### src/design/fpt_pkg.sv
// constants, register map and carrier types of the fan pwm and tach block
// Behaviour
// - pwm timing comes from a slow 1.4 kHz or fast 360 kHz internal clock.
// - fan period counted in 90 kHz ticks over one revolution of two pulses.
// - tach count is 16 bits, low byte at lower address, high byte next.
// - eight temperature and pwm pairs form a non-linear transfer table.
// - two remote temperature offset registers hold a software correction.
// - signed offset is added to each remote temperature result before reporting.
// - duty equals pwm value divided by full-duty value of the frequency setting.
package fpt_pkg;
  // ****************************************
  // clock and timing
  // ****************************************
  localparam int CLK_HZ = 125_000_000;
  localparam int PWM_SLOW_HZ = 1_400;
  localparam int PWM_FAST_HZ = 360_000;
  localparam int TACH_HZ = 90_000;
  localparam int PWM_SLOW_DIV = CLK_HZ / PWM_SLOW_HZ;
  localparam int PWM_FAST_DIV = CLK_HZ / PWM_FAST_HZ;
  localparam int TACH_DIV = CLK_HZ / TACH_HZ;
  localparam int DIV_W = 17;

  // ****************************************
  // register map
  // ****************************************
  localparam logic [7:0] ADDR_OFFSET_HIGH = 8'h11;
  localparam logic [7:0] ADDR_OFFSET_LOW = 8'h12;
  localparam logic [7:0] ADDR_TACH_LOW = 8'h46;
  localparam logic [7:0] ADDR_TACH_HIGH = 8'h47;
  localparam logic [7:0] ADDR_FAN_CONFIG = 8'h4a;
  localparam logic [7:0] ADDR_SPINUP = 8'h4b;
  localparam logic [7:0] ADDR_PWM_VALUE = 8'h4c;
  localparam logic [7:0] ADDR_PWM_FREQ = 8'h4d;
  localparam logic [7:0] ADDR_LUT_BASE = 8'h50;
  localparam logic [7:0] ADDR_LUT_LAST = 8'h5f;
  localparam int LUT_ENTRIES = 8;
  localparam int LUT_WORDS = 16;

  // ****************************************
  // fields and reset values
  // ****************************************
  localparam int CFG_TACH_EN0 = 0;
  localparam int CFG_TACH_EN1 = 1;
  localparam int CFG_CLK_SLOW = 3;
  localparam int CFG_POL_HIGH = 4;
  localparam int CFG_DIRECT = 5;
  localparam logic [7:0] CFG_RST = 8'h20;
  localparam logic [7:0] REG_RST = 8'h00;
  localparam int PWM_VAL_W = 6;
  localparam int FREQ_W = 5;
  localparam int SPINUP_W = 6;
  localparam int OFF_FRAC_LSB = 5;
  localparam logic [15:0] TACH_MAX = 16'hffff;

  // ****************************************
  // carrier types
  // ****************************************
  typedef struct packed {
    logic wr;
    logic rd;
    logic [7:0] addr;
    logic [7:0] wdata;
  } fpt_req_s;
endpackage : fpt_pkg
### src/design/fpt_fan_ctrl.sv
// fan pwm generator, tach period counter, offset correction and register file
`timescale 1ns/1ps
module fpt_fan_ctrl #(
  parameter int SLOW_DIV = fpt_pkg::PWM_SLOW_DIV,
  parameter int FAST_DIV = fpt_pkg::PWM_FAST_DIV,
  parameter int TACH_DIV = fpt_pkg::TACH_DIV
) (
  input wire logic CORE_CLK_I,
  input wire logic RST_N_I,
  input wire logic REG_WR_I,
  input wire logic REG_RD_I,
  input wire logic [7:0] REG_ADDR_I,
  input wire logic [7:0] REG_WDATA_I,
  output logic [7:0] REG_RDATA_O,
  output logic REG_RVALID_O,
  input wire logic [15:0] REMOTE_TEMP_I,
  input wire logic REMOTE_TEMP_VALID_I,
  output logic [15:0] REMOTE_TEMP_O,
  input wire logic TACH_I,
  output logic PWM_OE_O
);
  // ****************************************
  // parameter checks
  // ****************************************
  if (SLOW_DIV < 2 || SLOW_DIV >= (1 << fpt_pkg::DIV_W) || FAST_DIV < 2 || FAST_DIV >= (1 << fpt_pkg::DIV_W)
      || TACH_DIV < 2 || TACH_DIV >= (1 << fpt_pkg::DIV_W)) begin : g_bad_div
    $error("fpt_fan_ctrl: divider out of range");
  end

  localparam logic [fpt_pkg::DIV_W-1:0] SLOW_LAST = fpt_pkg::DIV_W'(SLOW_DIV - 1);
  localparam logic [fpt_pkg::DIV_W-1:0] FAST_LAST = fpt_pkg::DIV_W'(FAST_DIV - 1);
  localparam logic [fpt_pkg::DIV_W-1:0] TACH_LAST = fpt_pkg::DIV_W'(TACH_DIV - 1);

  function automatic logic is_lut(input logic [7:0] a);
    is_lut = (a >= fpt_pkg::ADDR_LUT_BASE) && (a <= fpt_pkg::ADDR_LUT_LAST);
  endfunction : is_lut

  // ****************************************
  // register file
  // ****************************************
  fpt_pkg::fpt_req_s req;
  logic [7:0] cfg_reg, spinup_reg, pwm_value_reg, freq_reg, off_hi_reg, off_lo_reg;
  logic [7:0] tach_hi_snap_reg;
  logic [15:0] tach_count_reg;
  logic wr_lut;

  // request bundle and write decode
  assign req = '{wr: REG_WR_I, rd: REG_RD_I, addr: REG_ADDR_I, wdata: REG_WDATA_I};
  assign wr_lut = req.wr && is_lut(req.addr);

  // host writable registers
  always_ff @(posedge CORE_CLK_I) begin
    if (!RST_N_I) begin
      cfg_reg <= fpt_pkg::CFG_RST;
      spinup_reg <= fpt_pkg::REG_RST;
      pwm_value_reg <= fpt_pkg::REG_RST;
      freq_reg <= fpt_pkg::REG_RST;
      off_hi_reg <= fpt_pkg::REG_RST;
      off_lo_reg <= fpt_pkg::REG_RST;
    end else if (req.wr) begin
      case (req.addr)
        fpt_pkg::ADDR_FAN_CONFIG: cfg_reg <= req.wdata;
        fpt_pkg::ADDR_SPINUP: spinup_reg <= {2'h0, req.wdata[fpt_pkg::SPINUP_W-1:0]};
        fpt_pkg::ADDR_PWM_VALUE: pwm_value_reg <= {2'h0, req.wdata[fpt_pkg::PWM_VAL_W-1:0]};
        fpt_pkg::ADDR_PWM_FREQ: freq_reg <= {3'h0, req.wdata[fpt_pkg::FREQ_W-1:0]};
        fpt_pkg::ADDR_OFFSET_HIGH: off_hi_reg <= req.wdata;
        fpt_pkg::ADDR_OFFSET_LOW: off_lo_reg <= {req.wdata[7:fpt_pkg::OFF_FRAC_LSB], 5'h00};
        default: ;
      endcase
    end
  end

  // ****************************************
  // lookup table memory and scanner
  // ****************************************
  logic [3:0] scan_addr_reg, scan_addr_d_reg;
  logic [7:0] host_lut_data, scan_data, best_reg, table_pwm_reg, best_next;
  logic match_reg;
  logic signed [7:0] temp_int;

  fpt_lut_mem #(.WORDS(fpt_pkg::LUT_WORDS), .WIDTH(8), .AW(4)) u_lut (
    .clk_i(CORE_CLK_I),
    .rst_n_i(RST_N_I),
    .wr_i(wr_lut),
    .waddr_i(req.addr[3:0]),
    .wdata_i(req.wdata),
    .raddr_a_i(req.addr[3:0]),
    .rdata_a_o(host_lut_data),
    .raddr_b_i(scan_addr_reg),
    .rdata_b_o(scan_data)
  );

  // even words are thresholds, odd words the pwm paired with them
  assign temp_int = signed'(REMOTE_TEMP_O[15:8]);
  assign best_next = (scan_addr_d_reg[0] && match_reg) ? scan_data : best_reg;

  // walk all eight pairs; the last match in ascending order wins
  always_ff @(posedge CORE_CLK_I) begin
    if (!RST_N_I) begin
      scan_addr_reg <= 4'h0;
      scan_addr_d_reg <= 4'h0;
      match_reg <= 1'b0;
      best_reg <= 8'h00;
      table_pwm_reg <= 8'h00;
    end else begin
      scan_addr_reg <= scan_addr_reg + 4'h1;
      scan_addr_d_reg <= scan_addr_reg;
      if (!scan_addr_d_reg[0]) begin
        match_reg <= signed'(scan_data) <= temp_int;
      end
      best_reg <= (scan_addr_d_reg == 4'h0) ? 8'h00 : best_next;
      if (scan_addr_d_reg == 4'hf) begin
        table_pwm_reg <= best_next;
      end
    end
  end

  // ****************************************
  // pwm generation
  // ****************************************
  logic [fpt_pkg::DIV_W-1:0] pre_reg, pre_last;
  logic pwm_tick;
  logic [5:0] phase_reg, full_val, duty_sel, phase_inc;

  // clock source, full-duty value and duty source
  assign pre_last = cfg_reg[fpt_pkg::CFG_CLK_SLOW] ? SLOW_LAST : FAST_LAST;
  assign pwm_tick = (pre_reg >= pre_last);
  assign full_val = {freq_reg[fpt_pkg::FREQ_W-1:0], 1'b0};
  assign duty_sel = cfg_reg[fpt_pkg::CFG_DIRECT] ? pwm_value_reg[5:0] : table_pwm_reg[5:0];
  assign phase_inc = phase_reg + 6'h01;

  // prescaler and phase counter over one pwm period
  always_ff @(posedge CORE_CLK_I) begin
    if (!RST_N_I) begin
      pre_reg <= '0;
      phase_reg <= 6'h00;
      PWM_OE_O <= 1'b0;
    end else begin
      pre_reg <= pwm_tick ? '0 : pre_reg + 1'b1;
      if (pwm_tick) begin
        phase_reg <= (phase_inc >= full_val) ? 6'h00 : phase_inc;
      end
      // open drain: pull low for on when polarity low, for off when high
      PWM_OE_O <= ((phase_reg < duty_sel) ^ cfg_reg[fpt_pkg::CFG_POL_HIGH]);
    end
  end

  // ****************************************
  // tachometer period measurement
  // ****************************************
  logic tach_s1_reg, tach_s2_reg, tach_s3_reg, tach_half_reg, tach_en;
  logic [fpt_pkg::DIV_W-1:0] tdiv_reg;
  logic [15:0] tach_run_reg;
  logic tach_tick, tach_rise, tach_done;

  assign tach_en = cfg_reg[fpt_pkg::CFG_TACH_EN0] | cfg_reg[fpt_pkg::CFG_TACH_EN1];
  assign tach_tick = (tdiv_reg >= TACH_LAST);
  assign tach_rise = tach_s2_reg & ~tach_s3_reg;
  assign tach_done = tach_en && tach_rise && tach_half_reg; // two pulses per revolution

  // synchronise pin, count 90 kHz ticks between every second rising edge
  always_ff @(posedge CORE_CLK_I) begin
    if (!RST_N_I) begin
      tach_s1_reg <= 1'b0;
      tach_s2_reg <= 1'b0;
      tach_s3_reg <= 1'b0;
      tach_half_reg <= 1'b0;
      tdiv_reg <= '0;
      tach_run_reg <= 16'h0000;
      tach_count_reg <= 16'h0000;
    end else begin
      tach_s1_reg <= TACH_I;
      tach_s2_reg <= tach_s1_reg;
      tach_s3_reg <= tach_s2_reg;
      tdiv_reg <= tach_tick ? '0 : tdiv_reg + 1'b1;
      if (!tach_en) begin
        tach_half_reg <= 1'b0;
        tach_run_reg <= 16'h0000;
      end else if (tach_done) begin
        tach_half_reg <= 1'b0;
        tach_count_reg <= tach_run_reg;
        tach_run_reg <= {15'h0000, tach_tick}; // tick on the latch edge opens the next period
      end else begin
        if (tach_rise) begin
          tach_half_reg <= 1'b1;
        end
        if (tach_tick && tach_run_reg != fpt_pkg::TACH_MAX) begin
          tach_run_reg <= tach_run_reg + 16'h0001;
        end
      end
    end
  end

  // ****************************************
  // offset correction and read path
  // ****************************************
  logic [15:0] temp_sum;
  logic rd_d_reg, snap_tach_hi;
  logic [7:0] addr_d_reg, reg_rd_val;

  assign temp_sum = {REMOTE_TEMP_I[15:5], 5'h00} + {off_hi_reg, off_lo_reg};
  // snapshot taken in the same cycle the low byte is sampled, so both bytes agree
  assign snap_tach_hi = rd_d_reg && (addr_d_reg == fpt_pkg::ADDR_TACH_LOW);

  // register read mux, one cycle after the request
  always_comb begin
    case (addr_d_reg)
      fpt_pkg::ADDR_OFFSET_HIGH: reg_rd_val = off_hi_reg;
      fpt_pkg::ADDR_OFFSET_LOW: reg_rd_val = off_lo_reg;
      fpt_pkg::ADDR_TACH_LOW: reg_rd_val = tach_count_reg[7:0];
      fpt_pkg::ADDR_TACH_HIGH: reg_rd_val = tach_hi_snap_reg;
      fpt_pkg::ADDR_FAN_CONFIG: reg_rd_val = cfg_reg;
      fpt_pkg::ADDR_SPINUP: reg_rd_val = spinup_reg;
      fpt_pkg::ADDR_PWM_VALUE: reg_rd_val = pwm_value_reg;
      fpt_pkg::ADDR_PWM_FREQ: reg_rd_val = freq_reg;
      default: reg_rd_val = is_lut(addr_d_reg) ? host_lut_data : 8'h00;
    endcase
  end

  // corrected temperature, high byte snapshot, read pipeline
  always_ff @(posedge CORE_CLK_I) begin
    if (!RST_N_I) begin
      REMOTE_TEMP_O <= 16'h0000;
      tach_hi_snap_reg <= 8'h00;
      rd_d_reg <= 1'b0;
      addr_d_reg <= 8'h00;
      REG_RDATA_O <= 8'h00;
      REG_RVALID_O <= 1'b0;
    end else begin
      if (REMOTE_TEMP_VALID_I) begin
        REMOTE_TEMP_O <= temp_sum;
      end
      if (snap_tach_hi) begin
        tach_hi_snap_reg <= tach_count_reg[15:8];
      end
      rd_d_reg <= req.rd;
      addr_d_reg <= req.addr;
      REG_RVALID_O <= rd_d_reg;
      if (rd_d_reg) begin
        REG_RDATA_O <= reg_rd_val;
      end
    end
  end
endmodule : fpt_fan_ctrl

### src/design/fpt_lut_mem.sv
// lookup table storage: one write port, two registered read ports
`timescale 1ns/1ps
module fpt_lut_mem #(
  parameter int WORDS = 16,
  parameter int WIDTH = 8,
  parameter int AW = 4
) (
  input wire logic clk_i,
  input wire logic rst_n_i,
  input wire logic wr_i,
  input wire logic [AW-1:0] waddr_i,
  input wire logic [WIDTH-1:0] wdata_i,
  input wire logic [AW-1:0] raddr_a_i,
  output logic [WIDTH-1:0] rdata_a_o,
  input wire logic [AW-1:0] raddr_b_i,
  output logic [WIDTH-1:0] rdata_b_o
);
  logic [WIDTH-1:0] mem [WORDS];

  if (WORDS > (1 << AW)) begin : g_bad_depth
    $error("fpt_lut_mem: address too narrow");
  end

  // storage write, cleared on reset so the scanner never reads unknowns
  always_ff @(posedge clk_i) begin
    if (!rst_n_i) begin
      for (int i = 0; i < WORDS; i++) begin
        mem[i] <= '0;
      end
    end else if (wr_i) begin
      mem[waddr_i] <= wdata_i;
    end
  end

  // registered reads for host and scanner
  always_ff @(posedge clk_i) begin
    if (!rst_n_i) begin
      rdata_a_o <= '0;
      rdata_b_o <= '0;
    end else begin
      rdata_a_o <= mem[raddr_a_i];
      rdata_b_o <= mem[raddr_b_i];
    end
  end
endmodule : fpt_lut_mem

### config.mk
export PLATFORM = sky130hd
export DESIGN_NAME = fpt_fan_ctrl
export DESIGN_NICKNAME = d
export VERILOG_FILES = /design/src/design/fpt_pkg.sv /design/src/design/fpt_fan_ctrl.sv /design/src/design/fpt_lut_mem.sv
export SDC_FILE = /design/constraint.sdc
export NUM_CORES = 1
export LEC_CHECK = 0
export BUFFER_PORTS_ARGS = -buffer_cell sky130_fd_sc_hd__buf_2
export CORE_ASPECT_RATIO = 1.4
export CORE_UTILIZATION = 55
export CTS_CLUSTER_SIZE = 30
export DETAILED_ROUTE_END_ITERATION = 8
export GPL_ROUTABILITY_DRIVEN = 0
export PLACE_DENSITY = 0.76
export SYNTH_ARGS = -nofsm -noshare
export SYNTH_HDL_FRONTEND = slang
export SYNTH_HIERARCHICAL = 1
export SYNTH_SLANG_ARGS = --single-unit
### constraint.sdc
create_clock -name CORE_CLK_I -period 3.5 [get_ports CORE_CLK_I]
set_clock_uncertainty 0.1 [all_clocks]
set_input_delay 0.7 -clock CORE_CLK_I [delete_from_list [all_inputs] [get_ports CORE_CLK_I]]
set_output_delay 0.7 -clock CORE_CLK_I [all_outputs]
set_load 0.05 [all_outputs]
==> run metrics <==
FP Rows=72; CTS H-tree lvls=1; Final ANT Viol Nets=0; FMAX=0.354 GHz; Post-CTS Hold Buffers=0; Post-synth EDFFs=128; outcome=completed; DRT Wirelength=39100 µm; Initial Util=56.3%; worst path required time=3860 ps; part of the cycle the worst path needs=80.8%; number of vias per cell=5.98; LEAKAGE=6.58 nW; Slew Viols, Final=0; Remaining DRCs=0; number of global-route vias before repair=11000; switching portion of total power=23.7%; clk slew on worst S/H paths=60 ps; Pwr Density=471 nW/µm²; Worst IR Drop VDD=0.000480 V; CTS sink count=315; Cells after Synth=1429; Initial DRT Pass Iterations=9; DP Wirelength=27500 µm; worst min path class=input port to flop; Overall Global Routing Usage=27.9%; crit path kind=flop to flop; Clock Path Buffers=3; Psw=1.93 mW; Tightest Pin Transition=1120 ps; Ports=64; final number of setup-violating endpoints=0; Comb power frac=8.7%; Cell variety after synth=82; Die H=201 µm; core area=27700 µm²; Clk pwr share=41.7%; vias=11300; clk_lat worst skew=570 ps; CP endpoint kind=flop; DR iter-0 viols=884; first-pass GRT wire length=61500 µm; Layout Cells excl Fill=1883; root buffer cell=clkbuf_16; Synth Flop Type=dfxtp_1; Mapped Area=15600 µm²; Yosys reg bits=315; die area=29100 µm²; fillers=2302; Die X=144 µm; initial antenna violation count=0; Pint=6.21 mW; worst rel slew slack=24.1%; Post-layout nets=1573; Synthesis Warnings=6; RSZ-0062 raised after global routing=false; Area Growth Syn to Fin=10.8%; sequential share of power=49.6%; Async SR Flop Fraction=0%; postcts setup bufs=0; I/O Buffers=53; TritonCTS buffer count=29; setup TNS=0 ps; GRT overflow=0; max reg flops=128; data arrival time of the critical path=3180 ps; Worst Path Max Fanout=17; ANT cells=0; Final min period=2830 ps; post_cts resized=0; Max Cap Viol=0; CTS tree=yes; Final Hold Viols=0; Worst setup SP type=flop; routed len/inst=20.8 µm; post-synthesis sequential area ratio=48.6%; largest net degree at the start of global routing=58; syn_area_per_cell=10.9 µm²; layout cell share with drive strength beyond 1=14.6%; placed cells=1829
==> cell usage in the layout (no fill, tap or decap), drive strengths merged, types with 30 or more instances in the layout <==
| cell | Yosys | final |
|---|---|---|
| clkbuf | 37 | 41 |
| nand2 | 92 | 92 |
| a22oi | 46 | 46 |
| ha | 44 | 44 |
| mux4 | 30 | 30 |
| a21oi | 49 | 49 |
| dfxtp | 187 | 187 |
| buf | 38 | 95 |
| edfxtp | 128 | 128 |
| o21ai | 39 | 39 |
| mux2i | 123 | 123 |
| nor2 | 135 | 135 |
| and2 | 150 | 150 |
| nand3 | 49 | 49 |
==> path summary, 6_finish.rpt <==
kind	start	end	slack, ps	depth (start not counted)
setup / recovery	cfg_reg[3]	phase_reg[0]	670	7
hold / removal	REG_RD_I	rd_d_reg	240	2
setup reg to reg	cfg_reg[3]	phase_reg[0]	670	7
hold reg to reg	tach_s1_reg	tach_s2_reg	340	1
==> synthesized netlist by cell type, types with 5 or more instances <==
master / instances / share of area, %
nand3_1: 49 / 1.6
mux4_2: 30 / 4.3
edfxtp_1: 128 / 25
a31oi_1: 5 / 0.20
mux2_2: 6 / 0.43
nor4_1: 6 / 0.24
a22o_1: 7 / 0.39
a21oi_1: 48 / 1.5
ha_1: 44 / 3.5
o22ai_1: 14 / 0.56
and2_1: 150 / 6.0
buf_6: 8 / 0.58
a22oi_1: 46 / 2.2
xor2_1: 22 / 1.2
o221ai_1: 7 / 0.39
nand2b_1: 15 / 0.60
buf_2: 13 / 0.42
and3_1: 17 / 0.68
mux2i_1: 123 / 7.9
xnor2_1: 29 / 1.6
inv_1: 26 / 0.63
o211ai_1: 6 / 0.29
o21ai_1: 12 / 0.38
clkbuf_1: 36 / 0.87
o21ai_0: 27 / 0.87
nand4_1: 6 / 0.24
nand2_1: 92 / 2.2
nor2b_1: 12 / 0.48
nor2_1: 132 / 3.2
a211oi_1: 10 / 0.48
o21a_1: 5 / 0.24
and4_1: 5 / 0.28
buf_4: 10 / 0.48
a221oi_1: 6 / 0.34
or3_1: 5 / 0.20
nor3_2: 8 / 0.51
dfxtp_1: 187 / 24
==> routing by layer <==
metal | up-vias | part of all wire, % | wire [µm] | track usage, %
li1 | 5291 | - | - | -
met1 | 5407 | 38 | 14800 | 34.1
met2 | 459 | 50 | 19600 | 47.4
met3 | 109 | 6.7 | 2620 | 3.95
met4 | 0 | 5.2 | 2030 | 14.1
met5 | - | 0 | 0 | 0
==> metrics by stage <==
stage,cell area [µm²],hold WS [ps],setup slack [ps],utilization [%],total power [mW]
6_report,17300,241,673,62.3,8.15
5_1_grt,17300,255,534,62.3,8.39
4_1_cts,17300,222,713,62.3,8.18
3_5_place_dp,16200,330,493,58.6,4.81
3_3_place_gp,16200,320,548,58.6,4.79
2_1_floorplan,15700,301,688,-,4.56
==> area by class of cell <==
cell class              count  area (µm²)  area share (%)
well taps                 370         463            2.68
clock inverters            13         153           0.883
inverters                  27         101           0.586
clock buffers              41         896            5.18
repair buffers             95         583            3.37
multi-input cells        1022        7510            43.4
flip-flops and latches    315        7590            43.9
==> cells by family after synthesis <==
kind of cell             count (synthesis)  share of synthesized area (%)
adder cells (fa/ha/maj)                 45                           3.65
XOR/XNOR                                51                           2.86
AND/OR/NAND/NOR                        531                           18.6
other                                    1                         0.0240
buffers and inverters                  102                           3.61
AO/OA/AOI/OAI                          225                           9.97
multiplexers                           159                           12.6
flip-flops                             315                           48.6
==> worst max-delay path: stages (launching register included) <==
cell	delay, ps
dfxtp_1	500
inv_1	240
ha_1	360
nand4bb_1	130
nor4_1	530
a211o_1	560
nor2_1	70
a31o_2	220
==> power groups by stage <==
stage,sequential [mW],combinational [mW],clock (mW)
floorplan,4.10,0.451,0
global route,4.05,0.751,3.58
detailed placement,4.12,0.688,0
global placement,4.11,0.677,0
finish,4.04,0.708,3.40
CTS,4.04,0.693,3.45
No activity file was read; power rests on OpenSTA's default activity.
